===== src/logic/scb_pkg.sv =====
// Constants, register map and field layouts for the serial clock and buffer select block
package scb_pkg;
  // ----------------------------------------------------------------
  // Register byte offsets
  // ----------------------------------------------------------------
  localparam logic [11:0] BAUD_CONTROL_OFS = 12'h000;
  localparam logic [11:0] BAUD_FRACTION_OFS = 12'h004;
  localparam logic [11:0] MODE0_OFS = 12'h008;
  localparam logic [11:0] SERIAL_CONTROL_OFS = 12'h00C;
  localparam logic [11:0] MODE2_OFS = 12'h010;
  localparam logic [11:0] TIMER_COMPARE_OFS = 12'h014;
  localparam logic [11:0] STATUS_OFS = 12'h018;

  // ----------------------------------------------------------------
  // Field positions
  // ----------------------------------------------------------------
  // Baud control: divisor [3:0], prescale select [5:4], fraction enable [6]
  localparam int BC_DIV_LSB = 0;
  localparam int BC_PRE_LSB = 4;
  localparam int BC_FRAC_BIT = 6;
  localparam int BC_WIDTH = 7;
  // Mode 0: clock select [1:0], mode [3:2]
  localparam int M0_CLK_LSB = 0;
  localparam int M0_MODE_LSB = 2;
  localparam int M0_WIDTH = 4;
  // Serial control: edge select [0], clock direction (1 = input) [1]
  localparam int SC_EDGE_BIT = 0;
  localparam int SC_DIR_BIT = 1;
  localparam int SC_WIDTH = 2;
  // Mode 2: buffer select [0]
  localparam int M2_BUF_BIT = 0;

  // ----------------------------------------------------------------
  // Encodings and reset values
  // ----------------------------------------------------------------
  localparam logic [1:0] MODE_IO = 2'h0;
  localparam logic [1:0] CLK_TIMER = 2'h0;
  localparam logic [1:0] CLK_BAUD = 2'h1;
  localparam logic [1:0] CLK_SYS = 2'h2;
  localparam logic [1:0] CLK_EXT = 2'h3;
  localparam logic [3:0] DIV_RESET = 4'h2;
  localparam logic [3:0] FRAC_FULL = 4'hF;
  localparam logic [3:0] PHASE_TOP = 4'hF;
  localparam logic [6:0] PRE_DIV8 = 7'h07;
  localparam logic [6:0] PRE_DIV32 = 7'h1F;
  localparam logic [6:0] PRE_DIV128 = 7'h7F;
  localparam logic [15:0] CMP_RESET = 16'h0001;

  // ----------------------------------------------------------------
  // Bus encodings
  // ----------------------------------------------------------------
  localparam logic [1:0] HTRANS_NONSEQ = 2'h2;
  localparam logic [2:0] HSIZE_WORD = 3'h2;
endpackage


===== src/logic/scb_top.sv =====
// Serial transfer clock generator with buffer depth selection and AHB-Lite registers
//
// Implementation choices: the AHB-Lite interface to the registers and the address map.
`timescale 1ns/10ps
`default_nettype none
// How it works
// - Baud input picks prescaler output divided by 2, 8, 32 or 128.
// - I/O mode divides baud input by N from 1 to 16.
// - UART mode divides by N, or by N + (16-K)/16 when enabled and K is nonzero.
// - Mode field sets mode; control register or clock select picks clock.
// - I/O clock output is baud output halved, rising edge only.
// - I/O external clock shifts on rising or falling edge by edge select.
// - UART clock divided by 16 in bit counter forms bit period.
// - UART clock select: timer, baud generator, fsys or external clock.
// - Timer source toggles a flip-flop on each compare match.
// - Transmit buffer single when buffer select is 0, double when 1.
// - Receive buffer double in UART and external I/O, else follows select.
module scb_top (
  // Clock and reset
  input wire logic hclk,
  input wire logic hresetn,
  input wire logic clk_en,
  // AHB-Lite slave
  input wire logic hsel,
  input wire logic [31:0] haddr,
  input wire logic [1:0] htrans,
  input wire logic [2:0] hsize,
  input wire logic hwrite,
  input wire logic hready,
  input wire logic [31:0] hwdata,
  output logic [31:0] hrdata,
  output logic hreadyout,
  output logic hresp,
  // Clock sources
  input wire logic prescale_tick,
  input wire logic ext_sclk,
  // Serial clock results
  output logic sio_tick,
  output logic bit_tick,
  output logic sclk_out,
  output logic sclk_out_en,
  output logic tx_double,
  output logic rx_double
);

  // ----------------------------------------------------------------
  // Registers
  // ----------------------------------------------------------------
  logic [6:0] baud_control_reg;
  logic [3:0] baud_fraction_reg;
  logic [3:0] mode_reg0;
  logic [1:0] serial_control_reg;
  logic mode_reg2;
  logic [15:0] timer_compare_reg;
  logic wr_pend_reg;
  logic [11:0] wr_addr_reg;

  // Divider state
  logic [6:0] pre_cnt_reg;
  logic [3:0] baud_cnt_reg;
  logic [3:0] frac_phase_reg;
  logic baud_tick_reg;
  logic half_reg;
  logic [15:0] tmr_cnt_reg;
  logic tmr_ff_reg;
  logic tmr_ff_d_reg;
  logic ext_d_reg;
  logic [3:0] bit_cnt_reg;
  logic sio_tick_reg;
  logic bit_tick_reg;

  // Decoded fields
  logic [3:0] divisor;
  logic [1:0] prescale_select;
  logic frac_en;
  logic [1:0] uart_clock_select;
  logic [1:0] serial_mode_field;
  logic edge_sel;
  logic clk_is_input;
  logic io_mode;
  logic pre_hit;
  logic baud_in;
  logic stretch;
  logic [4:0] target;
  logic ext_rise;
  logic ext_fall;
  logic src_tick;

  // Local aliases for package names
  localparam int BC_DIV_LSB = scb_pkg::BC_DIV_LSB;
  localparam int BC_PRE_LSB = scb_pkg::BC_PRE_LSB;
  localparam int BC_FRAC_BIT = scb_pkg::BC_FRAC_BIT;
  localparam int M0_CLK_LSB = scb_pkg::M0_CLK_LSB;
  localparam int M0_MODE_LSB = scb_pkg::M0_MODE_LSB;
  localparam int SC_EDGE_BIT = scb_pkg::SC_EDGE_BIT;
  localparam int SC_DIR_BIT = scb_pkg::SC_DIR_BIT;

  assign divisor = baud_control_reg[BC_DIV_LSB +: 4];
  assign prescale_select = baud_control_reg[BC_PRE_LSB +: 2];
  assign frac_en = baud_control_reg[BC_FRAC_BIT];
  assign uart_clock_select = mode_reg0[M0_CLK_LSB +: 2];
  assign serial_mode_field = mode_reg0[M0_MODE_LSB +: 2];
  assign edge_sel = serial_control_reg[SC_EDGE_BIT];
  assign clk_is_input = serial_control_reg[SC_DIR_BIT];

  // ----------------------------------------------------------------
  // Helper functions
  // ----------------------------------------------------------------
  // Divisor field of zero stands for sixteen
  function automatic logic [4:0] div_value(input logic [3:0] f);
    div_value = (f == 4'h0) ? 5'h10 : {1'b0, f};
  endfunction

  // Word-aligned offset match within the block
  function automatic logic hit(input logic [11:0] a, input logic [11:0] ofs);
    hit = (a == ofs);
  endfunction

  // ----------------------------------------------------------------
  // Bus slave
  // ----------------------------------------------------------------
  logic addr_valid;
  assign addr_valid = hsel && hready && (htrans == scb_pkg::HTRANS_NONSEQ);
  assign hreadyout = 1'b1;
  assign hresp = 1'b0;

  // Capture write address phase
  always_ff @(posedge hclk or negedge hresetn) begin
    if (!hresetn) begin
      wr_pend_reg <= 1'b0;
      wr_addr_reg <= 12'h000;
    end else if (clk_en) begin
      wr_pend_reg <= addr_valid && hwrite && (hsize == scb_pkg::HSIZE_WORD);
      wr_addr_reg <= haddr[11:0];
    end
  end

  // Register writes in the data phase
  always_ff @(posedge hclk or negedge hresetn) begin
    if (!hresetn) begin
      baud_control_reg <= {3'h0, scb_pkg::DIV_RESET};
      baud_fraction_reg <= 4'h0;
      mode_reg0 <= 4'h0;
      serial_control_reg <= 2'h0;
      mode_reg2 <= 1'b0;
      timer_compare_reg <= scb_pkg::CMP_RESET;
    end else if (clk_en && wr_pend_reg) begin
      if (hit(wr_addr_reg, scb_pkg::BAUD_CONTROL_OFS)) begin
        baud_control_reg <= hwdata[scb_pkg::BC_WIDTH-1:0];
      end
      if (hit(wr_addr_reg, scb_pkg::BAUD_FRACTION_OFS)) begin
        baud_fraction_reg <= hwdata[3:0];
      end
      if (hit(wr_addr_reg, scb_pkg::MODE0_OFS)) begin
        mode_reg0 <= hwdata[scb_pkg::M0_WIDTH-1:0];
      end
      if (hit(wr_addr_reg, scb_pkg::SERIAL_CONTROL_OFS)) begin
        serial_control_reg <= hwdata[scb_pkg::SC_WIDTH-1:0];
      end
      if (hit(wr_addr_reg, scb_pkg::MODE2_OFS)) begin
        mode_reg2 <= hwdata[scb_pkg::M2_BUF_BIT];
      end
      if (hit(wr_addr_reg, scb_pkg::TIMER_COMPARE_OFS)) begin
        timer_compare_reg <= hwdata[15:0];
      end
    end
  end

  // Read data registered at the address phase
  always_ff @(posedge hclk or negedge hresetn) begin
    if (!hresetn) begin
      hrdata <= 32'h00000000;
    end else if (clk_en && addr_valid && !hwrite) begin
      case (haddr[11:0])
        scb_pkg::BAUD_CONTROL_OFS: hrdata <= {25'h0, baud_control_reg};
        scb_pkg::BAUD_FRACTION_OFS: hrdata <= {28'h0, baud_fraction_reg};
        scb_pkg::MODE0_OFS: hrdata <= {28'h0, mode_reg0};
        scb_pkg::SERIAL_CONTROL_OFS: hrdata <= {30'h0, serial_control_reg};
        scb_pkg::MODE2_OFS: hrdata <= {31'h0, mode_reg2};
        scb_pkg::TIMER_COMPARE_OFS: hrdata <= {16'h0, timer_compare_reg};
        scb_pkg::STATUS_OFS: hrdata <= {24'h0, bit_cnt_reg, rx_double, tx_double, tmr_ff_reg, half_reg};
        default: hrdata <= 32'h00000000;
      endcase
    end
  end

  // ----------------------------------------------------------------
  // Baud rate generator
  // ----------------------------------------------------------------
  // mode decode
  assign io_mode = (serial_mode_field == scb_pkg::MODE_IO);

  always_comb begin
    case (prescale_select)
      2'h0: pre_hit = 1'b1;
      2'h1: pre_hit = (pre_cnt_reg[2:0] == scb_pkg::PRE_DIV8[2:0]);
      2'h2: pre_hit = (pre_cnt_reg[4:0] == scb_pkg::PRE_DIV32[4:0]);
      default: pre_hit = (pre_cnt_reg == scb_pkg::PRE_DIV128);
    endcase
  end

  // Prescaler tick divided by the tap: 2, 8, 32 or 128
  always_ff @(posedge hclk or negedge hresetn) begin
    if (!hresetn) begin
      pre_cnt_reg <= 7'h00;
    end else if (clk_en && prescale_tick) begin
      pre_cnt_reg <= pre_cnt_reg + 7'h01;
    end
  end
  assign baud_in = clk_en && prescale_tick && pre_cnt_reg[0] && pre_hit;

  assign stretch = !io_mode && frac_en && (frac_phase_reg < (scb_pkg::FRAC_FULL - baud_fraction_reg + 4'h1))
                   && (baud_fraction_reg != 4'h0);
  assign target = div_value(divisor) + {4'h0, stretch};

  always_ff @(posedge hclk or negedge hresetn) begin
    if (!hresetn) begin
      baud_cnt_reg <= 4'h0;
      frac_phase_reg <= 4'h0;
      baud_tick_reg <= 1'b0;
    end else if (clk_en) begin
      baud_tick_reg <= 1'b0;
      if (baud_in) begin
        if ({1'b0, baud_cnt_reg} + 5'h01 >= target) begin
          baud_cnt_reg <= 4'h0;
          baud_tick_reg <= 1'b1;
          frac_phase_reg <= frac_phase_reg + 4'h1;
        end else begin
          baud_cnt_reg <= baud_cnt_reg + 4'h1;
        end
      end
    end
  end

  // ----------------------------------------------------------------
  // Timer source and external clock edges
  // ----------------------------------------------------------------
  // toggle on compare match
  always_ff @(posedge hclk or negedge hresetn) begin
    if (!hresetn) begin
      tmr_cnt_reg <= 16'h0000;
      tmr_ff_reg <= 1'b0;
      tmr_ff_d_reg <= 1'b0;
    end else if (clk_en) begin
      tmr_ff_d_reg <= tmr_ff_reg;
      if (prescale_tick) begin
        if (tmr_cnt_reg + 16'h0001 >= timer_compare_reg) begin
          tmr_cnt_reg <= 16'h0000;
          tmr_ff_reg <= !tmr_ff_reg;
        end else begin
          tmr_cnt_reg <= tmr_cnt_reg + 16'h0001;
        end
      end
    end
  end

  // External clock sampled as a synchronous input
  always_ff @(posedge hclk or negedge hresetn) begin
    if (!hresetn) begin
      ext_d_reg <= 1'b0;
    end else if (clk_en) begin
      ext_d_reg <= ext_sclk;
    end
  end
  assign ext_rise = ext_sclk && !ext_d_reg;
  assign ext_fall = !ext_sclk && ext_d_reg;

  // ----------------------------------------------------------------
  // Clock selection
  // ----------------------------------------------------------------
  // UART source, I/O edge select
  always_comb begin
    if (io_mode) begin
      if (clk_is_input) begin
        src_tick = edge_sel ? ext_fall : ext_rise;
      end else begin
        src_tick = baud_tick_reg && !half_reg; // Shift as the clock output rises
      end
    end else begin
      case (uart_clock_select)
        scb_pkg::CLK_TIMER: src_tick = tmr_ff_reg && !tmr_ff_d_reg;
        scb_pkg::CLK_BAUD: src_tick = baud_tick_reg;
        scb_pkg::CLK_SYS: src_tick = 1'b1;
        scb_pkg::CLK_EXT: src_tick = ext_rise;
        default: src_tick = 1'b0;
      endcase
    end
  end

  // clock output is baud output halved
  always_ff @(posedge hclk or negedge hresetn) begin
    if (!hresetn) begin
      half_reg <= 1'b0;
    end else if (clk_en && baud_tick_reg) begin
      half_reg <= !half_reg;
    end
  end

  // divide by 16 for the UART bit period, every source tick in I/O mode
  always_ff @(posedge hclk or negedge hresetn) begin
    if (!hresetn) begin
      bit_cnt_reg <= 4'h0;
      sio_tick_reg <= 1'b0;
      bit_tick_reg <= 1'b0;
    end else if (clk_en) begin
      sio_tick_reg <= src_tick;
      bit_tick_reg <= 1'b0;
      if (src_tick) begin
        bit_cnt_reg <= bit_cnt_reg + 4'h1;
        bit_tick_reg <= io_mode || (bit_cnt_reg == scb_pkg::PHASE_TOP);
      end
    end
  end

  assign sio_tick = sio_tick_reg;
  assign bit_tick = bit_tick_reg;
  assign sclk_out = half_reg;
  assign sclk_out_en = io_mode && !clk_is_input;

  // ----------------------------------------------------------------
  // Buffer depth
  // ----------------------------------------------------------------
  // transmit follows buffer select
  assign tx_double = mode_reg2;
  // receive forced double except I/O clock output
  assign rx_double = mode_reg2 || !io_mode || clk_is_input;

endmodule
`default_nettype wire

===== config.mk =====
export PLATFORM = sky130hd
export DESIGN_NAME = scb_top
export DESIGN_NICKNAME = d
export VERILOG_FILES = /design/src/logic/scb_pkg.sv /design/src/logic/scb_top.sv
export SDC_FILE = /design/constraint.sdc
export NUM_CORES = 1
export LEC_CHECK = 0
export BUFFER_PORTS_ARGS = -buffer_cell sky130_fd_sc_hd__buf_2
export CAP_MARGIN = 0
export CORE_UTILIZATION = 60
export CTS_CLUSTER_DIAMETER = 200
export DETAILED_ROUTE_END_ITERATION = 16
export GPL_TIMING_DRIVEN = 0
export PLACE_DENSITY_LB_ADDON = 0.05
export SYNTH_ARGS = -nofsm -noshare
export SYNTH_HDL_FRONTEND = slang
export SYNTH_SLANG_ARGS = --single-unit

===== constraint.sdc =====
create_clock -name hclk -period 9.3 [get_ports hclk]
set_clock_uncertainty 0.05 [all_clocks]
set_input_delay 0.93 -clock hclk [delete_from_list [all_inputs] [get_ports hclk]]
set_output_delay 0.93 -clock hclk [all_outputs]
set_load 0.02 [all_outputs]

==> flow_summary.ini, run 1 <==
[run_status]
status = finished clean

[logic_synthesis]
synthCells = 555
synth_seq_area_share_pct = 45.4
ys_dominant_reg_cell = sky130_fd_sc_hd__dfrtp_1
ys_warn_count = 0
synth-edff-count = 0
synth_area_leaders = sky130_fd_sc_hd__dfrtp_1 (45%), sky130_fd_sc_hd__mux2_2 (9.9%), sky130_fd_sc_hd__ha_1 (7.3%)
netlist.area_leader.share_pct = 44.5
post_synth_instance_area_um2 = 5790
postSynthAreaPerCell_um2 = 10.4
netlist-cell-type-count = 62
synth_async_sr_flop_share_pct = 100
synth.ff_latch_count = 105
largest_area_contributor_in_the_synthesized_netlist = sky130_fd_sc_hd__dfrtp_1

[floorplan]
die_h_um = 100
start_util_pct = 62.4
dieArea_um2 = 10000
floorplan.rows = 35
placeableCoreArea_um2 = 9280
floorplan.io_pins = 117
floorplan.die.width_um = 100

[min_path]
holdPathStages = 2
worstHoldStart = hrdata[15]
holdCritPathClass = reg -> reg
hold-path-endpoint = hrdata[15]

[finish]
final_cell_mix = sky130_fd_sc_hd__dfrtp_1 (103), sky130_fd_sc_hd__buf_2 (61), sky130_fd_sc_hd__nand2_1 (60)
finalCoreUtilization_pct = 70.8
antennaDiodeCount = 0
final_standard_cell_count_with_taps_included_and_fillers_excluded = 776
area.growth.synth_to_final_pct = 13.5
drive_above_1_share_pct = 25.2
finish.instance_area_um2 = 6570
fillers = 723
post_layout_nets = 754
layout.cells.most_common = sky130_fd_sc_hd__dfrtp_1

[sta]
setup_slack_ns = 5.48
tns_ns = 0
slew_headroom_pct = 30.7
setup-violations-final = 0
hold_viol = 0
period_share_pct = 41.1
maxSlewViolCount = 0
layout_min_cycle_time_ns = 3.82
worst_hold_slack_ns = 0.435
timing_worst_slew_pin_value_ns = 1.02
rsz0062_at_grt = false
fmax_mhz = 262

[detailed_routing]
detailedRoute.firstPassIterationCount = 4
postRouteAntennaNets = 0
drc = 0
finalWirelength_um = 12400
detailed_route_vias_per_instance = 5.57
post_drt_wl_per_cell_um = 16.0
vias = 4325
drt_iter0_markers = 149

[flow_run]
max_cap_viol_count = 0

[place]
post-dp-hpwl_um = 9460
placedCellCount = 761
numPortBuffers = 60
dpl-instance-area_um2 = 6340
preCtsSetupSlack_ns = 5.58
last_weighted_congestion_value_of_the_routability_driven_placer = 0.840

[cts]
cts-buffers-inserted = 9
tritoncts = yes
worstSkewPairLatency_ns = 0.37
holdBufCountCts = 0
cts_htree_levels = 3
clock_sinks = 105
cts_resized = 0
cts_root_buf = sky130_fd_sc_hd__clkbuf_8
clk_pin_slew_worst_paths_ns = 0.10
post_cts_setup_buffers = 0
max-clock-path-buffers = 2

[power]
totalPowerFinal_mw = 1.05
cellPowerDensity_nw_per_um2 = 160
max-vdd-ir-drop_v = 0.000146
leakage_nw = 3.22

[critical_path]
arrival_ns = 4.09
worst-setup-path-type = reg -> reg
reg2reg_from = tmr_cnt_reg[3]
worstSetupEndpointType = register
reg2reg_to = tmr_cnt_reg[0]
timing.critical_path.from_type = register
worst-endpoint-required_ns = 9.56
r2r.worst_path.cells = 12
rrSetupSlack_ns = 5.48
crit_fanout = 8

[global_routing]
number_of_antenna_violations_at_the_first_check_in_global_routing = 0
grt.total_usage_pct = 26.7
grt_start_max_net_pins = 72
gr-total-overflow = 0
grt_first_pass_wirelength_um = 20700
via_count_of_the_first_global_routing_pass = 4309
synth_stat cells (all sizes together), types with 2 or more instances:
| library cell | instances |
|---|---|
| nor4b | 3 |
| nand4 | 6 |
| a211o | 3 |
| a21oi | 9 |
| a222oi | 3 |
| nor3b | 6 |
| nand2b | 7 |
| mux2i | 4 |
| a21boi | 2 |
| and3 | 9 |
| o31ai | 4 |
| clkbuf | 18 |
| a21o | 7 |
| nor4 | 4 |
| xor2 | 14 |
| nand3 | 18 |
| or4 | 4 |
| o21ai | 39 |
| a22o | 8 |
| nor2b | 2 |
| nor2 | 21 |
| dfrtp | 103 |
| conb | 2 |
| ha | 34 |
| a22oi | 5 |
| xnor2 | 18 |
| nand4b | 3 |
| inv | 31 |
| a31oi | 4 |
| nand2 | 60 |
| mux2 | 51 |
| dfstp | 2 |
| or3 | 3 |
| nor3 | 9 |
| buf | 21 |
critical path, stage by stage (launching register included):
cell                       delay, ns
sky130_fd_sc_hd__dfrtp_1        0.34
sky130_fd_sc_hd__clkbuf_1       0.26
sky130_fd_sc_hd__nand2_1        0.16
sky130_fd_sc_hd__nor3_1         0.52
sky130_fd_sc_hd__nand2_1        0.21
sky130_fd_sc_hd__nor3_1         0.35
sky130_fd_sc_hd__xor2_1         0.18
sky130_fd_sc_hd__ha_1           0.27
sky130_fd_sc_hd__a21oi_1        0.13
sky130_fd_sc_hd__o21ai_0        0.13
sky130_fd_sc_hd__a211o_1        0.41
sky130_fd_sc_hd__nor2_1         0.50
sky130_fd_sc_hd__mux2_2         0.26
kinds of logic after synthesis:
logic type	Yosys count	synth area share (%)
mux	55	10.6
flops	105	45.4
fa+ha+maj	34	7.35
xor+xnor	32	4.84
compound gates	95	10.8
simple gates	161	14.7
other cells	2	0.130
buf+inv	71	6.14
worst max path at each step:
stage                    startpoint           endpoint  cells past startpoint
2_1_floorplan  baud_fraction_reg[0]  frac_phase_reg[1]                     16
5_1_grt              tmr_cnt_reg[3]     tmr_cnt_reg[0]                     12
4_1_cts              tmr_cnt_reg[3]     tmr_cnt_reg[0]                     12
6_report             tmr_cnt_reg[3]     tmr_cnt_reg[0]                     12
3_5_place_dp         tmr_cnt_reg[3]     tmr_cnt_reg[0]                     12
3_3_place_gp         tmr_cnt_reg[3]     tmr_cnt_reg[0]                     12
routing by layer:
metal	part of all wire [%]	global-route usage, %
met2	48	43.9
met3	3.7	4.94
met4	2.1	9.25
met5	0	0
met1	46	35.7
final cells by class:
class                      count  area [µm²]  share of cell area [%]
clock buffer                  10         128                    1.94
buffer                        40         239                    3.64
tap                          129         161                    2.46
inverter                      31         116                    1.77
sequential                   105        2630                    40.0
clock inverter                 5         104                    1.58
multi-input combinational    395        2860                    43.6
timing repair buffer          61         330                    5.03
where the power goes:
group	total (mW)	internal, mW	leakage, nW	switching [mW]
clock	0.331	0.178	0.117	0.153
combinational	0.183	0.0849	1.70	0.0983
sequential	0.536	0.495	1.40	0.0413
total	1.05	0.758	3.22	0.293
Note: power is estimated with default switching activity, not from simulation.
==> run 2: changes to the inputs <==
--- a/config.mk
+++ b/config.mk
@@ -7,7 +7,7 @@
 export LEC_CHECK = 0
 export BUFFER_PORTS_ARGS = -buffer_cell sky130_fd_sc_hd__buf_2
 export CAP_MARGIN = 0
-export CORE_UTILIZATION = 60
+export CORE_UTILIZATION = 50
 export CTS_CLUSTER_DIAMETER = 200
 export DETAILED_ROUTE_END_ITERATION = 16
 export GPL_TIMING_DRIVEN = 0
==> constraint.sdc (replaced) <==
create_clock -name hclk -period 3.4 [get_ports hclk]
set_clock_uncertainty 0.05 [all_clocks]
set_input_delay 0.34 -clock hclk [delete_from_list [all_inputs] [get_ports hclk]]
set_output_delay 0.34 -clock hclk [all_outputs]
set_load 0.02 [all_outputs]
==> run 2 against run 1 <==
First-iteration DRC count up 25%. Combinational power rose to 3.2 times the previous value. Register-to-register slack worse by 5.4 ns. Die area grew 20%. Critical path type unchanged. Critical endpoint is now frac_phase_reg[1]. Largest power group unchanged.
==> flow_summary.ini, run 2 (synthesis results as in run 1) <==
[global_routing]
number_of_antenna_violations_at_the_first_check_in_global_routing = 0
grt.total_usage_pct = 24.1
grt_first_pass_wirelength_um = 21400
gr-total-overflow = 0
grt_start_max_net_pins = 67
via_count_of_the_first_global_routing_pass = 4294

[floorplan]
placeableCoreArea_um2 = 11100
die_h_um = 110
floorplan.io_pins = 117
floorplan.rows = 38
dieArea_um2 = 12000
start_util_pct = 52.3
floorplan.die.width_um = 110

[detailed_routing]
drt_iter0_markers = 186
drc = 0
post_drt_wl_per_cell_um = 16.8
finalWirelength_um = 13400
detailed_route_vias_per_instance = 5.43
postRouteAntennaNets = 0
detailedRoute.firstPassIterationCount = 4
vias = 4332

[min_path]
hold-path-endpoint = timer_compare_reg[7]
worstHoldStart = hwdata[7]
holdCritPathClass = in -> reg
holdPathStages = 2

[cts]
max-clock-path-buffers = 2
tritoncts = yes
cts_htree_levels = 3
cts_root_buf = sky130_fd_sc_hd__clkbuf_16
clk_pin_slew_worst_paths_ns = 0.07
cts-buffers-inserted = 9
worstSkewPairLatency_ns = 0.36
clock_sinks = 105

[sta]
timing_worst_slew_pin_value_ns = 1.02
slew_headroom_pct = 31.3
setup-violations-final = 0
maxSlewViolCount = 0
layout_min_cycle_time_ns = 3.35
rsz0062_at_grt = true
hold_viol = 0
period_share_pct = 98.6
fmax_mhz = 298

[finish]
finish.instance_area_um2 = 6920
fillers = 934
layout.cells.most_common = sky130_fd_sc_hd__dfrtp_1
final_cell_mix = sky130_fd_sc_hd__dfrtp_1 (103), sky130_fd_sc_hd__buf_2 (61), sky130_fd_sc_hd__nand2_1 (60)
area.growth.synth_to_final_pct = 19.6
drive_above_1_share_pct = 30.5
finalCoreUtilization_pct = 62.5
post_layout_nets = 764
antennaDiodeCount = 0

[critical_path]
worst-endpoint-required_ns = 3.59
reg2reg_to = frac_phase_reg[1]
timing.critical_path.from_type = register
r2r.worst_path.cells = 17
worst-setup-path-type = reg -> reg
rrSetupSlack_ns = 0.05
arrival_ns = 3.54
worstSetupEndpointType = register
crit_fanout = 3
reg2reg_from = baud_fraction_reg[1]

[power]
max-vdd-ir-drop_v = 0.000394
cellPowerDensity_nw_per_um2 = 450
leakage_nw = 3.34

[place]
numPortBuffers = 60
last_weighted_congestion_value_of_the_routability_driven_placer = 0.776
dpl-instance-area_um2 = 6350
post-dp-hpwl_um = 9770

[flow_run]
max_cap_viol_count = 0

[run_status]
status = finished clean
## run 2: changes by cell type in the layout (fill, tap and decap cells not counted), sizes merged
cell         before  now
buf              82   93
bufinv            3    1
dlygate4sd3       0    1
clkinvlp          0    1
## run 2: worst max-delay path by stage
stage,from,end,slack (ns),depth (start not counted)
6_report,baud_fraction_reg[1],frac_phase_reg[1],0.05,17
5_1_grt,baud_fraction_reg[1],frac_phase_reg[1],-0.07,17
4_1_cts,baud_fraction_reg[1],frac_phase_reg[1],0.008,17
3_5_place_dp,tmr_cnt_reg[2],tmr_cnt_reg[0],-0.37,11
3_3_place_gp,tmr_cnt_reg[3],tmr_cnt_reg[0],-0.37,12
2_1_floorplan,baud_fraction_reg[0],frac_phase_reg[1],0.11,16
## run 2: stage by stage
| step | hold WS, ns | instances | power (mW) | setup slack [ns] | TNS, ns |
|---|---|---|---|---|---|
| floorplan | -0.00559 | 571 | 1.81 | 0.106 | 0 |
| global placement | 0.408 | 771 | 1.97 | -0.371 | -4.72 |
| detailed placement | 0.312 | 772 | 2.00 | -0.368 | -5.33 |
| CTS | 0.161 | 794 | 3.09 | 0.00841 | 0 |
| global route | 0.162 | 798 | 3.28 | -0.0703 | -0.318 |
| finish | 0.167 | 798 | 3.11 | 0.0475 | 0 |
## run 2: timing repair
item | in CTS | in global routing
hold endpoints to repair | 38 | 0
hold buffers | 1 | 0
pin swaps | 4 | 14
setup buffers | 5 | 5
resized for setup | 17 | 27
endpoints found under the setup margin | 25 | 24
gates cloned | 0 | 0
## run 2: worst max-delay path: stages, from the launching register on
cell and delay (ns):
sky130_fd_sc_hd__dfrtp_1 0.39, sky130_fd_sc_hd__inv_2 0.06, sky130_fd_sc_hd__ha_4 0.25, sky130_fd_sc_hd__inv_2 0.04, sky130_fd_sc_hd__ha_4 0.25, sky130_fd_sc_hd__o21ai_2 0.05, sky130_fd_sc_hd__a21boi_1 0.17, sky130_fd_sc_hd__o21ai_1 0.08
sky130_fd_sc_hd__o311a_1 0.16, sky130_fd_sc_hd__ha_4 0.19, sky130_fd_sc_hd__ha_4 0.27, sky130_fd_sc_hd__inv_4 0.03, sky130_fd_sc_hd__ha_4 0.21, sky130_fd_sc_hd__a21o_1 0.17, sky130_fd_sc_hd__a21o_1 0.21, sky130_fd_sc_hd__a31o_4 0.25
sky130_fd_sc_hd__nand2b_4 0.09, sky130_fd_sc_hd__mux2_4 0.29
## run 2: cell type report
cell class                 instances  area (µm²)  area share (%)
clock buffer                      12         246            3.56
multi-input combinational        395        3040            44.0
sequential                       105        2630            38.0
inverter                          31         119            1.72
buffer                            39         243            3.51
clock inverter                     4        51.3           0.741
timing repair buffer              72         415            6.00
tap                              140         175            2.53
## run 2: power breakdown
part / internal [mW] / switching, mW / total, mW
Clock: 0.593 / 0.461 / 1.05
Sequential: 1.36 / 0.117 / 1.47
Combinational: 0.283 / 0.306 / 0.588
Total: 2.23 / 0.883 / 3.11
## run 2: layer usage
metal | track usage (%) | up-vias | wire length, µm
met5 | 0 | - | 0
met2 | 40.4 | 99 | 6550
met4 | 7.62 | 0 | 191
met3 | 5.75 | 14 | 686
li1 | - | 2116 | -
met1 | 30.8 | 2103 | 5940
